`config.mk`:
```
export PLATFORM = sky130hd
export DESIGN_NAME = adc_scan_ctrl
export DESIGN_NICKNAME = d
export VERILOG_FILES = /design/src/adc_ctrl_pkg.sv /design/src/scan_step_if.sv /design/src/adc_scan_ctrl.sv /design/src/scan_step.sv
export SDC_FILE = /design/constraint.sdc
export NUM_CORES = 1
export LEC_CHECK = 0
export ABC_AREA = 1
export BUFFER_PORTS_ARGS = -buffer_cell sky130_fd_sc_hd__buf_2
export CORE_UTILIZATION = 45
export CTS_CLUSTER_SIZE = 24
export DETAILED_ROUTE_END_ITERATION = 8
export PLACE_DENSITY = 0.74
export REMOVE_ABC_BUFFERS = 1
export SYNTH_ARGS = -nofsm -noshare
export SYNTH_HDL_FRONTEND = slang
export SYNTH_SLANG_ARGS = --single-unit
```
`constraint.sdc`:
```
create_clock -name clk_i -period 2.1 [get_ports clk_i]
set_input_delay 0.42 -clock clk_i [delete_from_list [all_inputs] [get_ports clk_i]]
set_output_delay 0.42 -clock clk_i [all_outputs]
set_load 0.01 [all_outputs]
```
`src/adc_ctrl_pkg.sv`:
```
// Purpose: Shared constants and types for the converter control block.
// Assumes: Registers are 8 bits wide and sit in the low byte of a word.
// Notes:   Bit k of a printed byte field Dn maps to bit (7 - n mod 8).
package adc_ctrl_pkg;

	// ==========================================================
	// Register byte addresses.
	localparam logic [31:0] SCAN_CONTROL_ADDR          = 32'h0080_0084;
	localparam logic [31:0] SINGLE_CHANNEL_CONFIG_ADDR = 32'h0080_0090;
	localparam logic [31:0] SCAN_CHANNEL_CONFIG_ADDR   = 32'h0080_0094;
	localparam logic [31:0] SINGLE_COMMAND_ADDR        = 32'h0080_0098;

	// ==========================================================
	// Field positions in scan_control.
	localparam int SC_TYPE_BIT  = 6; // Scan type, one-shot or continuous.
	localparam int SC_HWSEL_BIT = 5; // Hardware trigger source.
	localparam int SC_KIND_BIT  = 4; // Software or hardware trigger.
	localparam int SC_REQ_BIT   = 3; // Interrupt or DMA request.
	localparam int SC_DONE_BIT  = 2; // Scan completion flag.
	localparam int SC_STOP_BIT  = 1; // Scan stop command.
	localparam int SC_START_BIT = 0; // Scan start command.

	// Field positions in single_channel_config.
	localparam int SCC_FUNC_BIT = 7; // Conversion or comparator.
	localparam int SCC_RATE_BIT = 6; // Normal or double rate.
	localparam int SCC_CH_LSB   = 0; // Input select, four bits.

	// Field positions in scan_channel_config and single_command.
	localparam int SCH_RATE_BIT   = 6; // Scan conversion rate.
	localparam int SCH_LOOP_LSB   = 2; // Scan loop field, two bits.
	localparam int SCH_CH_LSB     = 0; // Channel status on read.
	localparam int SCMD_START_BIT = 0; // Single start command.

	// ==========================================================
	// Reset values.
	localparam logic [7:0] SCAN_CONTROL_RESET          = 8'h04;
	localparam logic [7:0] SINGLE_CHANNEL_CONFIG_RESET = 8'h00;
	localparam logic [7:0] SCAN_CHANNEL_CONFIG_RESET   = 8'h00;

	// ==========================================================
	// Scan loop codes and channel limits.
	localparam logic [1:0] LOOP_4CH   = 2'h1;
	localparam logic [1:0] LOOP_8CH   = 2'h2;
	localparam logic [3:0] FIRST_CH   = 4'h0;
	localparam logic [3:0] LAST_4CH   = 4'h3;
	localparam logic [3:0] LAST_8CH   = 4'h7;
	localparam logic [3:0] LAST_16CH  = 4'hf;

	// AXI response codes.
	localparam logic [1:0] RESP_OKAY   = 2'h0;
	localparam logic [1:0] RESP_SLVERR = 2'h2;

	// ==========================================================
	// Types.
	typedef logic [3:0] channel_t;
	typedef enum logic [1:0] {st_idle, st_single, st_scan} seq_state_t;

endpackage : adc_ctrl_pkg

```
`src/scan_step_if.sv`:
```
// Purpose: Carries the scan position between controller and stepper.
// Assumes: Purely combinational exchange within one clock domain.
// Notes:   The controller owns loop and position, the stepper answers.
`timescale 1ns/1ps
interface scan_step_if;
	import adc_ctrl_pkg::*;
	logic [1:0] loop;     // Scan loop field as written.
	channel_t   cur;      // Channel now converted in the scan.
	channel_t   next;     // Channel that follows cur.
	logic       last;     // High when cur ends the pass.
	modport ctrl (output loop, output cur, input next, input last);
	modport step (input loop, input cur, output next, output last);
endinterface : scan_step_if
```
`src/adc_scan_ctrl.sv`:
```
// Purpose: Single and scan mode control of a sixteen input converter.
// Assumes: The core pulses conv_done_i once per started conversion.
// Notes:   Registers are reached over AXI4-Lite, low byte lane only.
//
// Behaviour
// - Function bit picks conversion or comparator.
// - Rate bit picks normal or double speed.
// - Four-bit field selects one of sixteen inputs.
// - Channel field reads back the current scan channel.
// - Type bit picks one-shot or continuous scan.
// - One-shot scan stops after last channel.
// - Continuous scan wraps until stop command.
// - Hardware trigger uses timer event bus three.
// - Trigger kind picks software or hardware start.
// - Pass end raises interrupt or DMA request.
// - Done flag resets one, zero while scanning.
// - Stop halts at once, result discarded.
// - Scan stop leaves single conversion running.
// - Start plus stop together counts as stop.
// - Start bit works only with software trigger.
// - Start during scan restarts from beginning.
// - Start during single queues scan afterwards.
// - Single start interrupts scan, then resumes.
// - Scan loop field sets the channel range.
`timescale 1ns/1ps
module adc_scan_ctrl #(
	parameter int ADDR_W = 32 // AXI address width.
) (
	input  wire logic              clk_i,            // System clock.
	input  wire logic              rst_i,            // Sync reset, high.
	input  wire logic [ADDR_W-1:0] s_axi_awaddr_i,   // Write address.
	input  wire logic              s_axi_awvalid_i,  // Write addr valid.
	output logic                   s_axi_awready_o,  // Write addr ready.
	input  wire logic [31:0]       s_axi_wdata_i,    // Write data.
	input  wire logic [3:0]        s_axi_wstrb_i,    // Write strobes.
	input  wire logic              s_axi_wvalid_i,   // Write data valid.
	output logic                   s_axi_wready_o,   // Write data ready.
	output logic [1:0]             s_axi_bresp_o,    // Write response.
	output logic                   s_axi_bvalid_o,   // Response valid.
	input  wire logic              s_axi_bready_i,   // Response ready.
	input  wire logic [ADDR_W-1:0] s_axi_araddr_i,   // Read address.
	input  wire logic              s_axi_arvalid_i,  // Read addr valid.
	output logic                   s_axi_arready_o,  // Read addr ready.
	output logic [31:0]            s_axi_rdata_o,    // Read data.
	output logic [1:0]             s_axi_rresp_o,    // Read response.
	output logic                   s_axi_rvalid_o,   // Read data valid.
	input  wire logic              s_axi_rready_i,   // Read data ready.
	input  wire logic              hw_trigger_i,     // Timer event pulse.
	input  wire logic              conv_done_i,      // Core finished.
	output logic                   conv_start_o,     // Start pulse.
	output logic                   conv_abort_o,     // Abort pulse.
	output adc_ctrl_pkg::channel_t conv_channel_o,   // Input to convert.
	output logic                   conv_compare_o,   // Comparator mode.
	output logic                   conv_double_o,    // Double rate.
	output logic                   result_store_o,   // Keep result pulse.
	output adc_ctrl_pkg::channel_t result_channel_o, // Result's channel.
	output logic                   pass_irq_o,       // Interrupt pulse.
	output logic                   pass_dma_o        // DMA request pulse.
);
	import adc_ctrl_pkg::*;

	// ==========================================================
	// Bus slave state.
	logic              aw_held;   // Write address captured.
	logic              w_held;    // Write data captured.
	logic [ADDR_W-1:0] aw_addr_q; // Captured write address.
	logic [7:0]        w_data_q;  // Captured low data byte.
	logic              w_lane_q;  // Low byte lane enabled.
	logic              wr_fire;   // Write is applied this cycle.
	logic              wr_ctrl;   // Write to scan_control.
	logic              wr_cmd;    // Write to single_command.

	// Register fields.
	logic     scan_type;   // Continuous when high.
	logic     scan_hwsel;  // Event bus three selected.
	logic     scan_kind;   // Hardware trigger when high.
	logic     scan_req;    // DMA request when high.
	logic     scan_done;   // Completion flag.
	logic     single_func; // Comparator when high.
	logic     single_rate; // Double rate when high.
	channel_t single_sel;  // Single mode input.
	logic     scan_rate;   // Scan double rate.
	logic [1:0] scan_loop; // Scan loop field.

	// Sequencer state and decisions.
	seq_state_t state;         // Sequencer state.
	seq_state_t next_state;    // Its next value.
	logic       queued;        // Scan waits for single to end.
	logic       next_queued;   // Its next value.
	channel_t   resume_ch;     // Where the waiting scan begins.
	channel_t   next_resume;   // Its next value.
	logic       next_done;     // Next completion flag.
	channel_t   cur_ch;        // Channel of the scan in hand.
	channel_t   shown_ch;      // Channel shown on read.
	logic       start_cmd;     // Accepted software scan start.
	logic       stop_cmd;      // Scan stop command.
	logic       hw_start;      // Accepted hardware scan start.
	logic       scan_go;       // Any effective scan start.
	logic       single_go;     // Single start command.
	logic       launch_scan;   // Start a scan channel.
	channel_t   launch_ch;     // Channel for launch_scan.
	logic       launch_single; // Start a single conversion.
	logic       abort;         // Drop the conversion in hand.
	logic       store;         // Keep the finished result.
	channel_t   store_ch;      // Channel of the kept result.
	logic       pass_end;      // A scan pass has finished.

	scan_step_if sp (); // Link to the channel stepper.

	scan_step scan_step_i (
		.sp (sp.step)
	);

	assign sp.loop = scan_loop;
	assign sp.cur  = cur_ch;

	// ==========================================================
	// Write channel: address and data are taken in either order.
	always_ff @(posedge clk_i) begin
		if (rst_i) begin
			s_axi_awready_o <= 1'b0;
			aw_held         <= 1'b0;
			aw_addr_q       <= '0;
		end else if (s_axi_awvalid_i && s_axi_awready_o) begin
			s_axi_awready_o <= 1'b0;
			aw_held         <= 1'b1;
			aw_addr_q       <= s_axi_awaddr_i;
		end else if (wr_fire) begin
			aw_held <= 1'b0;
		end else if (!aw_held && !s_axi_bvalid_o) begin
			s_axi_awready_o <= 1'b1; // Reopen once the response is gone.
		end
	end

	// Write data capture mirrors the address side.
	always_ff @(posedge clk_i) begin
		if (rst_i) begin
			s_axi_wready_o <= 1'b0;
			w_held         <= 1'b0;
			w_data_q       <= 8'h00;
			w_lane_q       <= 1'b0;
		end else if (s_axi_wvalid_i && s_axi_wready_o) begin
			s_axi_wready_o <= 1'b0;
			w_held         <= 1'b1;
			w_data_q       <= s_axi_wdata_i[7:0];
			w_lane_q       <= s_axi_wstrb_i[0];
		end else if (wr_fire) begin
			w_held <= 1'b0;
		end else if (!w_held && !s_axi_bvalid_o) begin
			s_axi_wready_o <= 1'b1;
		end
	end

	assign wr_fire = aw_held && w_held && !s_axi_bvalid_o;
	assign wr_ctrl = wr_fire && w_lane_q
		&& (aw_addr_q == ADDR_W'(SCAN_CONTROL_ADDR));
	assign wr_cmd  = wr_fire && w_lane_q
		&& (aw_addr_q == ADDR_W'(SINGLE_COMMAND_ADDR));

	// Write response; unmapped addresses answer with a slave error.
	always_ff @(posedge clk_i) begin
		if (rst_i) begin
			s_axi_bvalid_o <= 1'b0;
			s_axi_bresp_o  <= RESP_OKAY;
		end else if (wr_fire) begin
			s_axi_bvalid_o <= 1'b1;
			if (aw_addr_q == ADDR_W'(SCAN_CONTROL_ADDR)
				|| aw_addr_q == ADDR_W'(SINGLE_CHANNEL_CONFIG_ADDR)
				|| aw_addr_q == ADDR_W'(SCAN_CHANNEL_CONFIG_ADDR)
				|| aw_addr_q == ADDR_W'(SINGLE_COMMAND_ADDR)) begin
				s_axi_bresp_o <= RESP_OKAY;
			end else begin
				s_axi_bresp_o <= RESP_SLVERR;
			end
		end else if (s_axi_bready_i) begin
			s_axi_bvalid_o <= 1'b0;
		end
	end

	// ==========================================================
	// Configuration fields; command bits are never stored.
	always_ff @(posedge clk_i) begin
		if (rst_i) begin
			scan_type   <= SCAN_CONTROL_RESET[SC_TYPE_BIT];
			scan_hwsel  <= SCAN_CONTROL_RESET[SC_HWSEL_BIT];
			scan_kind   <= SCAN_CONTROL_RESET[SC_KIND_BIT];
			scan_req    <= SCAN_CONTROL_RESET[SC_REQ_BIT];
			single_func <= SINGLE_CHANNEL_CONFIG_RESET[SCC_FUNC_BIT];
			single_rate <= SINGLE_CHANNEL_CONFIG_RESET[SCC_RATE_BIT];
			single_sel  <= SINGLE_CHANNEL_CONFIG_RESET[SCC_CH_LSB +: 4];
			scan_rate   <= SCAN_CHANNEL_CONFIG_RESET[SCH_RATE_BIT];
			scan_loop   <= SCAN_CHANNEL_CONFIG_RESET[SCH_LOOP_LSB +: 2];
		end else if (wr_fire && w_lane_q) begin
			if (aw_addr_q == ADDR_W'(SCAN_CONTROL_ADDR)) begin
				scan_type  <= w_data_q[SC_TYPE_BIT];
				scan_hwsel <= w_data_q[SC_HWSEL_BIT];
				scan_kind  <= w_data_q[SC_KIND_BIT];
				scan_req   <= w_data_q[SC_REQ_BIT];
			end else if (aw_addr_q == ADDR_W'(SINGLE_CHANNEL_CONFIG_ADDR)) begin
				single_func <= w_data_q[SCC_FUNC_BIT];
				single_rate <= w_data_q[SCC_RATE_BIT];
				single_sel  <= w_data_q[SCC_CH_LSB +: 4];
			end else if (aw_addr_q == ADDR_W'(SCAN_CHANNEL_CONFIG_ADDR)) begin
				scan_rate <= w_data_q[SCH_RATE_BIT];
				scan_loop <= w_data_q[SCH_LOOP_LSB +: 2];
			end
		end
	end

	// ==========================================================
	// Read channel; one read is answered at a time.
	always_ff @(posedge clk_i) begin
		if (rst_i) begin
			s_axi_arready_o <= 1'b0;
			s_axi_rvalid_o  <= 1'b0;
			s_axi_rdata_o   <= 32'h0000_0000;
			s_axi_rresp_o   <= RESP_OKAY;
		end else if (s_axi_arvalid_i && s_axi_arready_o) begin
			s_axi_arready_o <= 1'b0;
			s_axi_rvalid_o  <= 1'b1;
			s_axi_rresp_o   <= RESP_OKAY;
			s_axi_rdata_o   <= 32'h0000_0000; // Command bits read zero.
			if (s_axi_araddr_i == ADDR_W'(SCAN_CONTROL_ADDR)) begin
				s_axi_rdata_o[SC_TYPE_BIT]  <= scan_type;
				s_axi_rdata_o[SC_HWSEL_BIT] <= scan_hwsel;
				s_axi_rdata_o[SC_KIND_BIT]  <= scan_kind;
				s_axi_rdata_o[SC_REQ_BIT]   <= scan_req;
				s_axi_rdata_o[SC_DONE_BIT]  <= scan_done;
			end else if (s_axi_araddr_i == ADDR_W'(SINGLE_CHANNEL_CONFIG_ADDR)) begin
				s_axi_rdata_o[SCC_FUNC_BIT]    <= single_func;
				s_axi_rdata_o[SCC_RATE_BIT]    <= single_rate;
				s_axi_rdata_o[SCC_CH_LSB +: 4] <= single_sel;
			end else if (s_axi_araddr_i == ADDR_W'(SCAN_CHANNEL_CONFIG_ADDR)) begin
				s_axi_rdata_o[SCH_RATE_BIT]    <= scan_rate;
				s_axi_rdata_o[SCH_CH_LSB +: 4] <= shown_ch;
			end else if (s_axi_araddr_i != ADDR_W'(SINGLE_COMMAND_ADDR)) begin
				s_axi_rresp_o <= RESP_SLVERR;
			end
		end else if (s_axi_rvalid_o && s_axi_rready_i) begin
			s_axi_rvalid_o <= 1'b0;
		end else if (!s_axi_rvalid_o) begin
			s_axi_arready_o <= 1'b1;
		end
	end

	// ==========================================================
	// Commands. Stop beats start in the same write, and a start only
	// counts while the software trigger is chosen.
	assign stop_cmd  = wr_ctrl && w_data_q[SC_STOP_BIT];
	assign start_cmd = wr_ctrl && w_data_q[SC_START_BIT]
		&& !w_data_q[SC_STOP_BIT] && !scan_kind;
	assign hw_start  = scan_kind && scan_hwsel && hw_trigger_i;
	assign scan_go   = (start_cmd || hw_start) && !stop_cmd;
	assign single_go = wr_cmd && w_data_q[SCMD_START_BIT];

	// Sequencer decisions for this cycle.
	always_comb begin
		next_state    = state;
		next_queued   = queued;
		next_resume   = resume_ch;
		next_done     = scan_done;
		launch_scan   = 1'b0;
		launch_ch     = FIRST_CH;
		launch_single = 1'b0;
		abort         = 1'b0;
		store         = 1'b0;
		store_ch      = cur_ch;
		pass_end      = 1'b0;
		case (state)
			st_idle: begin
				if (single_go) begin
					launch_single = 1'b1;
					next_state    = st_single;
				end else if (scan_go) begin
					launch_scan = 1'b1;
					next_done   = 1'b0;
					next_state  = st_scan;
				end
			end
			st_single: begin
				// A waiting scan can be cancelled, the single runs on.
				if (stop_cmd) begin
					next_queued = 1'b0;
					next_done   = 1'b1;
				end else if (scan_go) begin
					next_queued = 1'b1;
					next_resume = FIRST_CH;
					next_done   = 1'b0;
				end
				if (single_go) begin
					abort         = 1'b1;
					launch_single = 1'b1;
				end else if (conv_done_i) begin
					store    = !conv_compare_o;
					store_ch = conv_channel_o;
					if (next_queued) begin
						launch_scan = 1'b1;
						launch_ch   = next_resume;
						next_queued = 1'b0;
						next_state  = st_scan;
					end else begin
						next_state = st_idle;
					end
				end
			end
			default: begin
				if (stop_cmd) begin
					abort      = 1'b1;
					next_done  = 1'b1;
					next_state = st_idle;
				end else if (single_go) begin
					abort         = 1'b1;
					launch_single = 1'b1;
					next_queued   = 1'b1;
					next_resume   = cur_ch;
					next_state    = st_single;
				end else if (scan_go) begin
					abort       = 1'b1;
					launch_scan = 1'b1;
				end else if (conv_done_i) begin
					store = 1'b1;
					if (sp.last) begin
						pass_end = 1'b1;
						if (scan_type) begin
							launch_scan = 1'b1;
						end else begin
							next_done  = 1'b1;
							next_state = st_idle;
						end
					end else begin
						launch_scan = 1'b1;
						launch_ch   = sp.next;
					end
				end
			end
		endcase
	end

	// Sequencer state and completion flag.
	always_ff @(posedge clk_i) begin
		if (rst_i) begin
			state     <= st_idle;
			queued    <= 1'b0;
			resume_ch <= FIRST_CH;
			scan_done <= SCAN_CONTROL_RESET[SC_DONE_BIT];
		end else begin
			state     <= next_state;
			queued    <= next_queued;
			resume_ch <= next_resume;
			scan_done <= next_done;
		end
	end

	// Scan position; the shown channel keeps a cancelled channel.
	always_ff @(posedge clk_i) begin
		if (rst_i) begin
			cur_ch   <= FIRST_CH;
			shown_ch <= FIRST_CH;
		end else if (launch_scan) begin
			cur_ch   <= launch_ch;
			shown_ch <= launch_ch;
		end else if (launch_single && state == st_idle) begin
			shown_ch <= FIRST_CH;
		end
	end

	// ==========================================================
	// Core control pulses and settings.
	always_ff @(posedge clk_i) begin
		if (rst_i) begin
			conv_start_o   <= 1'b0;
			conv_abort_o   <= 1'b0;
			conv_channel_o <= FIRST_CH;
			conv_compare_o <= 1'b0;
			conv_double_o  <= 1'b0;
		end else begin
			conv_start_o <= launch_scan || launch_single;
			conv_abort_o <= abort;
			if (launch_single) begin
				conv_channel_o <= single_sel;
				conv_compare_o <= single_func;
				conv_double_o  <= single_rate;
			end else if (launch_scan) begin
				conv_channel_o <= launch_ch;
				conv_compare_o <= 1'b0;
				conv_double_o  <= scan_rate;
			end
		end
	end

	// Result transfer and end-of-pass requests.
	always_ff @(posedge clk_i) begin
		if (rst_i) begin
			result_store_o   <= 1'b0;
			result_channel_o <= FIRST_CH;
			pass_irq_o       <= 1'b0;
			pass_dma_o       <= 1'b0;
		end else begin
			result_store_o   <= store;
			result_channel_o <= store_ch;
			pass_irq_o       <= pass_end && !scan_req;
			pass_dma_o       <= pass_end && scan_req;
		end
	end

	// ==========================================================
	// Checks.
	stop_abort_a: assert property (@(posedge clk_i) disable iff (rst_i)
		stop_cmd && state == st_scan |=> conv_abort_o && !conv_start_o
			&& state == st_idle && scan_done)
		else $error("scan stop did not abort");
	both_stop_a: assert property (@(posedge clk_i) disable iff (rst_i)
		stop_cmd && w_data_q[SC_START_BIT] && state == st_idle
			&& !single_go |=> state == st_idle && !conv_start_o)
		else $error("start with stop began a scan");
	single_keep_a: assert property (@(posedge clk_i) disable iff (rst_i)
		stop_cmd && state == st_single && !conv_done_i |=>
			state == st_single && !conv_abort_o && !queued)
		else $error("scan stop disturbed single");
	soft_only_a: assert property (@(posedge clk_i) disable iff (rst_i)
		wr_ctrl && scan_kind && !hw_start && state == st_idle
			&& !single_go |=> !conv_start_o)
		else $error("start bit worked under hardware trigger");
	restart_a: assert property (@(posedge clk_i) disable iff (rst_i)
		start_cmd && !stop_cmd && !single_go && state == st_scan |=>
			conv_abort_o && conv_start_o && conv_channel_o == FIRST_CH)
		else $error("scan restart missed");
	resume_a: assert property (@(posedge clk_i) disable iff (rst_i)
		single_go && state == st_scan && !stop_cmd |=> state == st_single
			&& queued && resume_ch == $past(cur_ch)
			&& conv_channel_o == $past(single_sel))
		else $error("single in scan did not save channel");
	done_low_a: assert property (@(posedge clk_i) disable iff (rst_i)
		(state == st_scan || queued) |-> !scan_done)
		else $error("done flag high while scanning");
	oneshot_end_a: assert property (@(posedge clk_i) disable iff (rst_i)
		state == st_scan && conv_done_i && sp.last && !scan_type
			&& !stop_cmd && !single_go && !scan_go |=>
			state == st_idle && scan_done && !conv_start_o)
		else $error("one-shot scan did not halt");
	pass_req_a: assert property (@(posedge clk_i) disable iff (rst_i)
		state == st_scan && conv_done_i && sp.last && !stop_cmd
			&& !single_go && !scan_go |=>
			(pass_dma_o == $past(scan_req)) && (pass_irq_o != pass_dma_o))
		else $error("pass end request wrong");

endmodule : adc_scan_ctrl

```
`src/scan_step.sv`:
```
// Purpose: Works out the next scan channel and the end of a pass.
// Assumes: Every pass starts at channel zero.
// Notes:   Loop codes 00 and 11 both give the full sixteen inputs.
`timescale 1ns/1ps
module scan_step (
	scan_step_if.step sp // Scan position exchange.
);
	import adc_ctrl_pkg::*;

	// ==========================================================
	// Pass length from the loop field.
	channel_t last_ch; // Highest channel of the pass.

	// The loop field alone sets the range, so a change takes effect
	// on the next step; a restart is the clean way to apply it.
	always_comb begin
		if (sp.loop == LOOP_4CH) begin
			last_ch = LAST_4CH;
		end else if (sp.loop == LOOP_8CH) begin
			last_ch = LAST_8CH;
		end else begin
			last_ch = LAST_16CH;
		end
	end

	// Wrap to the first channel after the last one.
	always_comb begin
		sp.last = (sp.cur >= last_ch);
		sp.next = sp.last ? FIRST_CH : channel_t'(sp.cur + 4'h1);
	end

endmodule : scan_step

```
==> results.toml <==
[timing]
setup_viol = 0
maxSlewViolCount = 0
setup_tns_ns = 0
final-hold-violation-count = 0
finalCritPeriodShare = 0.9551
period_minus_slack_ns = 2.006
fin_ws_ns = 0.09432
timing.fmax_ghz = 0.4986
rsz0062_at_grt = "true"
fin_skew_ns = 0.007120

[floorplan]
initial_utilization = 0.4618
die_w_um = 104.7
fp-row-count = 37
core_um2 = 10280
die-area_um2 = 10960
die_y_um = 104.7
ios = 165

[placed_design]
placed_area_um2 = 5425
place.gp.congestion = 0.8462
io_buffers = 111
pre_cts_slack_ns = -0.05638
hpwl_mm = 8.542

[critical_path]
endpoint_kind = "flip-flop"
crit_buf_inv = 0
path_delay_family = "simple AND/OR/NAND/NOR gates"
slowest_delay_ns = 0.33
critPathRequiredTime_ns = 2.41
arrival_ns = 2.32
worstSetupPathType = "flip-flop to flip-flop"
reg2reg_slack_ns = 0.09
crit_chain = "nor2_1, nand2_1, nor2_2, nand2_2, nor2_4, nand3_2, nand2_4, o21bai_4, nor2_4, nand2_2, nand2_4, nor2_2, a21oi_1"
start_kind = "flip-flop"
crit_fanout = 5
slowest_stage = "dfxtp_2"

[finish]
multi_input_area_um2 = 2400
n_antenna_cell = 0
stdcell_area_um2 = 5832
nFillCells = 992
seqCellArea_um2 = 2051
drive_gt1_frac = 0.2781
area.growth.synth_to_final_pct = 22.88
nets = 892
final_util = 0.5674

[detailed_routing]
first_pass_iters = 5
wirelength_mm = 11.65
drtIter0Drc = 230
drc = 0
routedWlPerCell_um = 12.66
drtAntennaViolNets = 0
vias = 4600
vias_per_cell = 5.000

[clocking]
clock_path_buffers = 2
cts_sinks = 102
clock_latency_ns = 0.37
cts_buffers = 9
htreeDepth = 3
cts_tree = "built"
cts_hold_buf = 0
cts_root_buf = "clkbuf_8"
clkTransAtPathRegs_ns = 0.10

[logic_synthesis]
synth_area_per_cell_um2 = 7.234
yosysSeqAreaShare = 0.4303
synth_area_um2 = 4746
ys_ff_latch = 102
syn_inst = 656
ys_warn_count = 0
synth_cell_type_count = 39

[global_route]
grtUsageTotal = 0.2137
grt_antenna_before_repair = 0
grt_pass1_vias = 4123
overflow = 0
grt_pass1_wl_mm = 18.89
grt_max_degree = 71

[status]
outcome = "finished clean"

[pwr]
ir_drop_uv = 346.1
power-per-cell-area_nw_per_um2 = 636.3
leakagePower_nw = 2.600

[job]
maxCapViolCount = 0

[worst_hold_path]
min_path_type = "primary input to flip-flop"
-- repair_timing --
| action | 4_1_cts | 5_1_grt |
|---|---|---|
| cloned | 0 | 1 |
| setup endpoints to repair | 12 | 20 |
| gates resized for setup | 5 | 47 |
| setup buffers | 0 | 4 |
| pin swaps | 0 | 29 |
-- synthesized netlist by cell type, drive strengths merged --
cell type,n,area share
nor2,133,0.11
dfxtp,102,0.43
nand2,89,0.076
o21ai,75,0.079
inv,66,0.052
a21oi,55,0.058
nand3,34,0.043
buf,32,0.050
nand4,19,0.025
clkbuf,16,0.013
nor3,5,0.0053
ha,4,0.011
nor4,4,0.0053
o221ai,4,0.0074
o31ai,4,0.0063
a32o,3,0.0063
clkinv,2,0.0018
a21o,1,0.0016
a31oi,1,0.0013
conb,1,0.00079
o2111ai,1,0.0018
o211ai,1,0.0016
o21a,1,0.0016
o21bai,1,0.0040
or2,1,0.0013
xor2,1,0.0018
-- report_power, final --
part	total [W]	switching [W]	internal, W
Sequential	0.00205	0.0000401	0.00201
Clock	0.00129	0.000718	0.000567
Combinational	0.000380	0.000230	0.000150
-- cell families (layout without fill, tap and decap cells) --
| group | after synthesis | in the layout | synth area share |
|---|---|---|---|
| other cells | 1 | 26 | 0.0007902 |
| flops | 102 | 102 | 0.4303 |
| simple gates | 285 | 286 | 0.2713 |
| xor+xnor | 1 | 1 | 0.001846 |
| buf+inv | 116 | 218 | 0.1163 |
| fa+ha+maj | 4 | 4 | 0.01055 |
| compound gates | 147 | 147 | 0.1690 |
-- sequential cells by signal (all words and copies together), names as in the netlist, 2 cells and up --
register	flops
scan_loop	2
conv_channel_o	4
result_channel_o	4
w_data_q	8
cur_ch	4
aw_addr_q	32
resume_ch	4
s_axi_rdata_o	8
single_sel	4
state	2
shown_ch	4
-- per-stage QoR --
| stage | hold slack (ns) | instances | power [W] |
|---|---|---|---|
| after floorplan | 0.4227 | 633 | 0.002295 |
| after global placement | 0.4409 | 899 | 0.002438 |
| after detailed placement | 0.4501 | 899 | 0.002453 |
| after CTS | 0.2399 | 915 | 0.003719 |
| after global routing | 0.2408 | 920 | 0.003893 |
| final | 0.2429 | 920 | 0.003711 |
-- area by class of cell --
type | count | share of cell area
Clock buffer | 9 | 0.02124
Inverter | 68 | 0.04463
Tap cell | 136 | 0.02918
Multi-Input combinational cell | 464 | 0.4115
Clock inverter | 7 | 0.01416
Timing Repair Buffer | 134 | 0.1277
Sequential cell | 102 | 0.3516
-- routing by layer --
| layer | GRT usage | share of wire |
|---|---|---|
| met4 | 0.08149 | 0.019 |
| met3 | 0.03618 | 0.059 |
| met2 | 0.3652 | 0.49 |
| met1 | 0.2685 | 0.44 |
| met5 | 0 | 0 |
-- cell usage in the layout (no fill, tap or decap), types with 2 or more instances in the layout --
| cell type | netlist | final |
|---|---|---|
| clkinvlp_4 | 0 | 3 |
| ha_1 | 4 | 2 |
| nand4_1 | 19 | 19 |
| nand2_1 | 82 | 72 |
| o21ai_0 | 73 | 70 |
| dfxtp_2 | 0 | 7 |
| a21oi_1 | 55 | 54 |
| inv_2 | 4 | 9 |
| nor2_4 | 3 | 6 |
| nor2_2 | 3 | 12 |
| o21ai_2 | 0 | 2 |
| nand3_2 | 2 | 4 |
| nand3_4 | 2 | 2 |
| ha_4 | 0 | 2 |
| conb_1 | 1 | 26 |
| inv_1 | 62 | 57 |
| a32o_1 | 3 | 3 |
| clkinv_4 | 0 | 2 |
| dfxtp_1 | 102 | 95 |
| o221ai_1 | 4 | 4 |
| nand2_4 | 2 | 3 |
| buf_2 | 2 | 111 |
| clkbuf_8 | 0 | 9 |
| buf_4 | 26 | 21 |
| o21ai_1 | 2 | 3 |
| nor3_1 | 5 | 5 |
| nand3_1 | 30 | 28 |
| nor2_1 | 126 | 115 |
| o31ai_1 | 4 | 4 |
| nand2_2 | 5 | 13 |
| nor4_1 | 4 | 4 |
-- final timing paths --
check / start / depth (start not counted) / end
worst max-delay path: aw_addr_q[30]$_SDFFE_PP0P_ / 13 / conv_channel_o[0]$_SDFFE_PP0P_
worst min-delay path: s_axi_rready_i / 2 / s_axi_rvalid_o$_SDFFE_PP0P_
worst max register to register: aw_addr_q[30]$_SDFFE_PP0P_ / 13 / conv_channel_o[0]$_SDFFE_PP0P_
worst min register to register: w_data_q[4]$_SDFFE_PP0P_ / 2 / scan_kind$_SDFFE_PP0N_
Note: power is estimated with default switching activity, not from simulation.
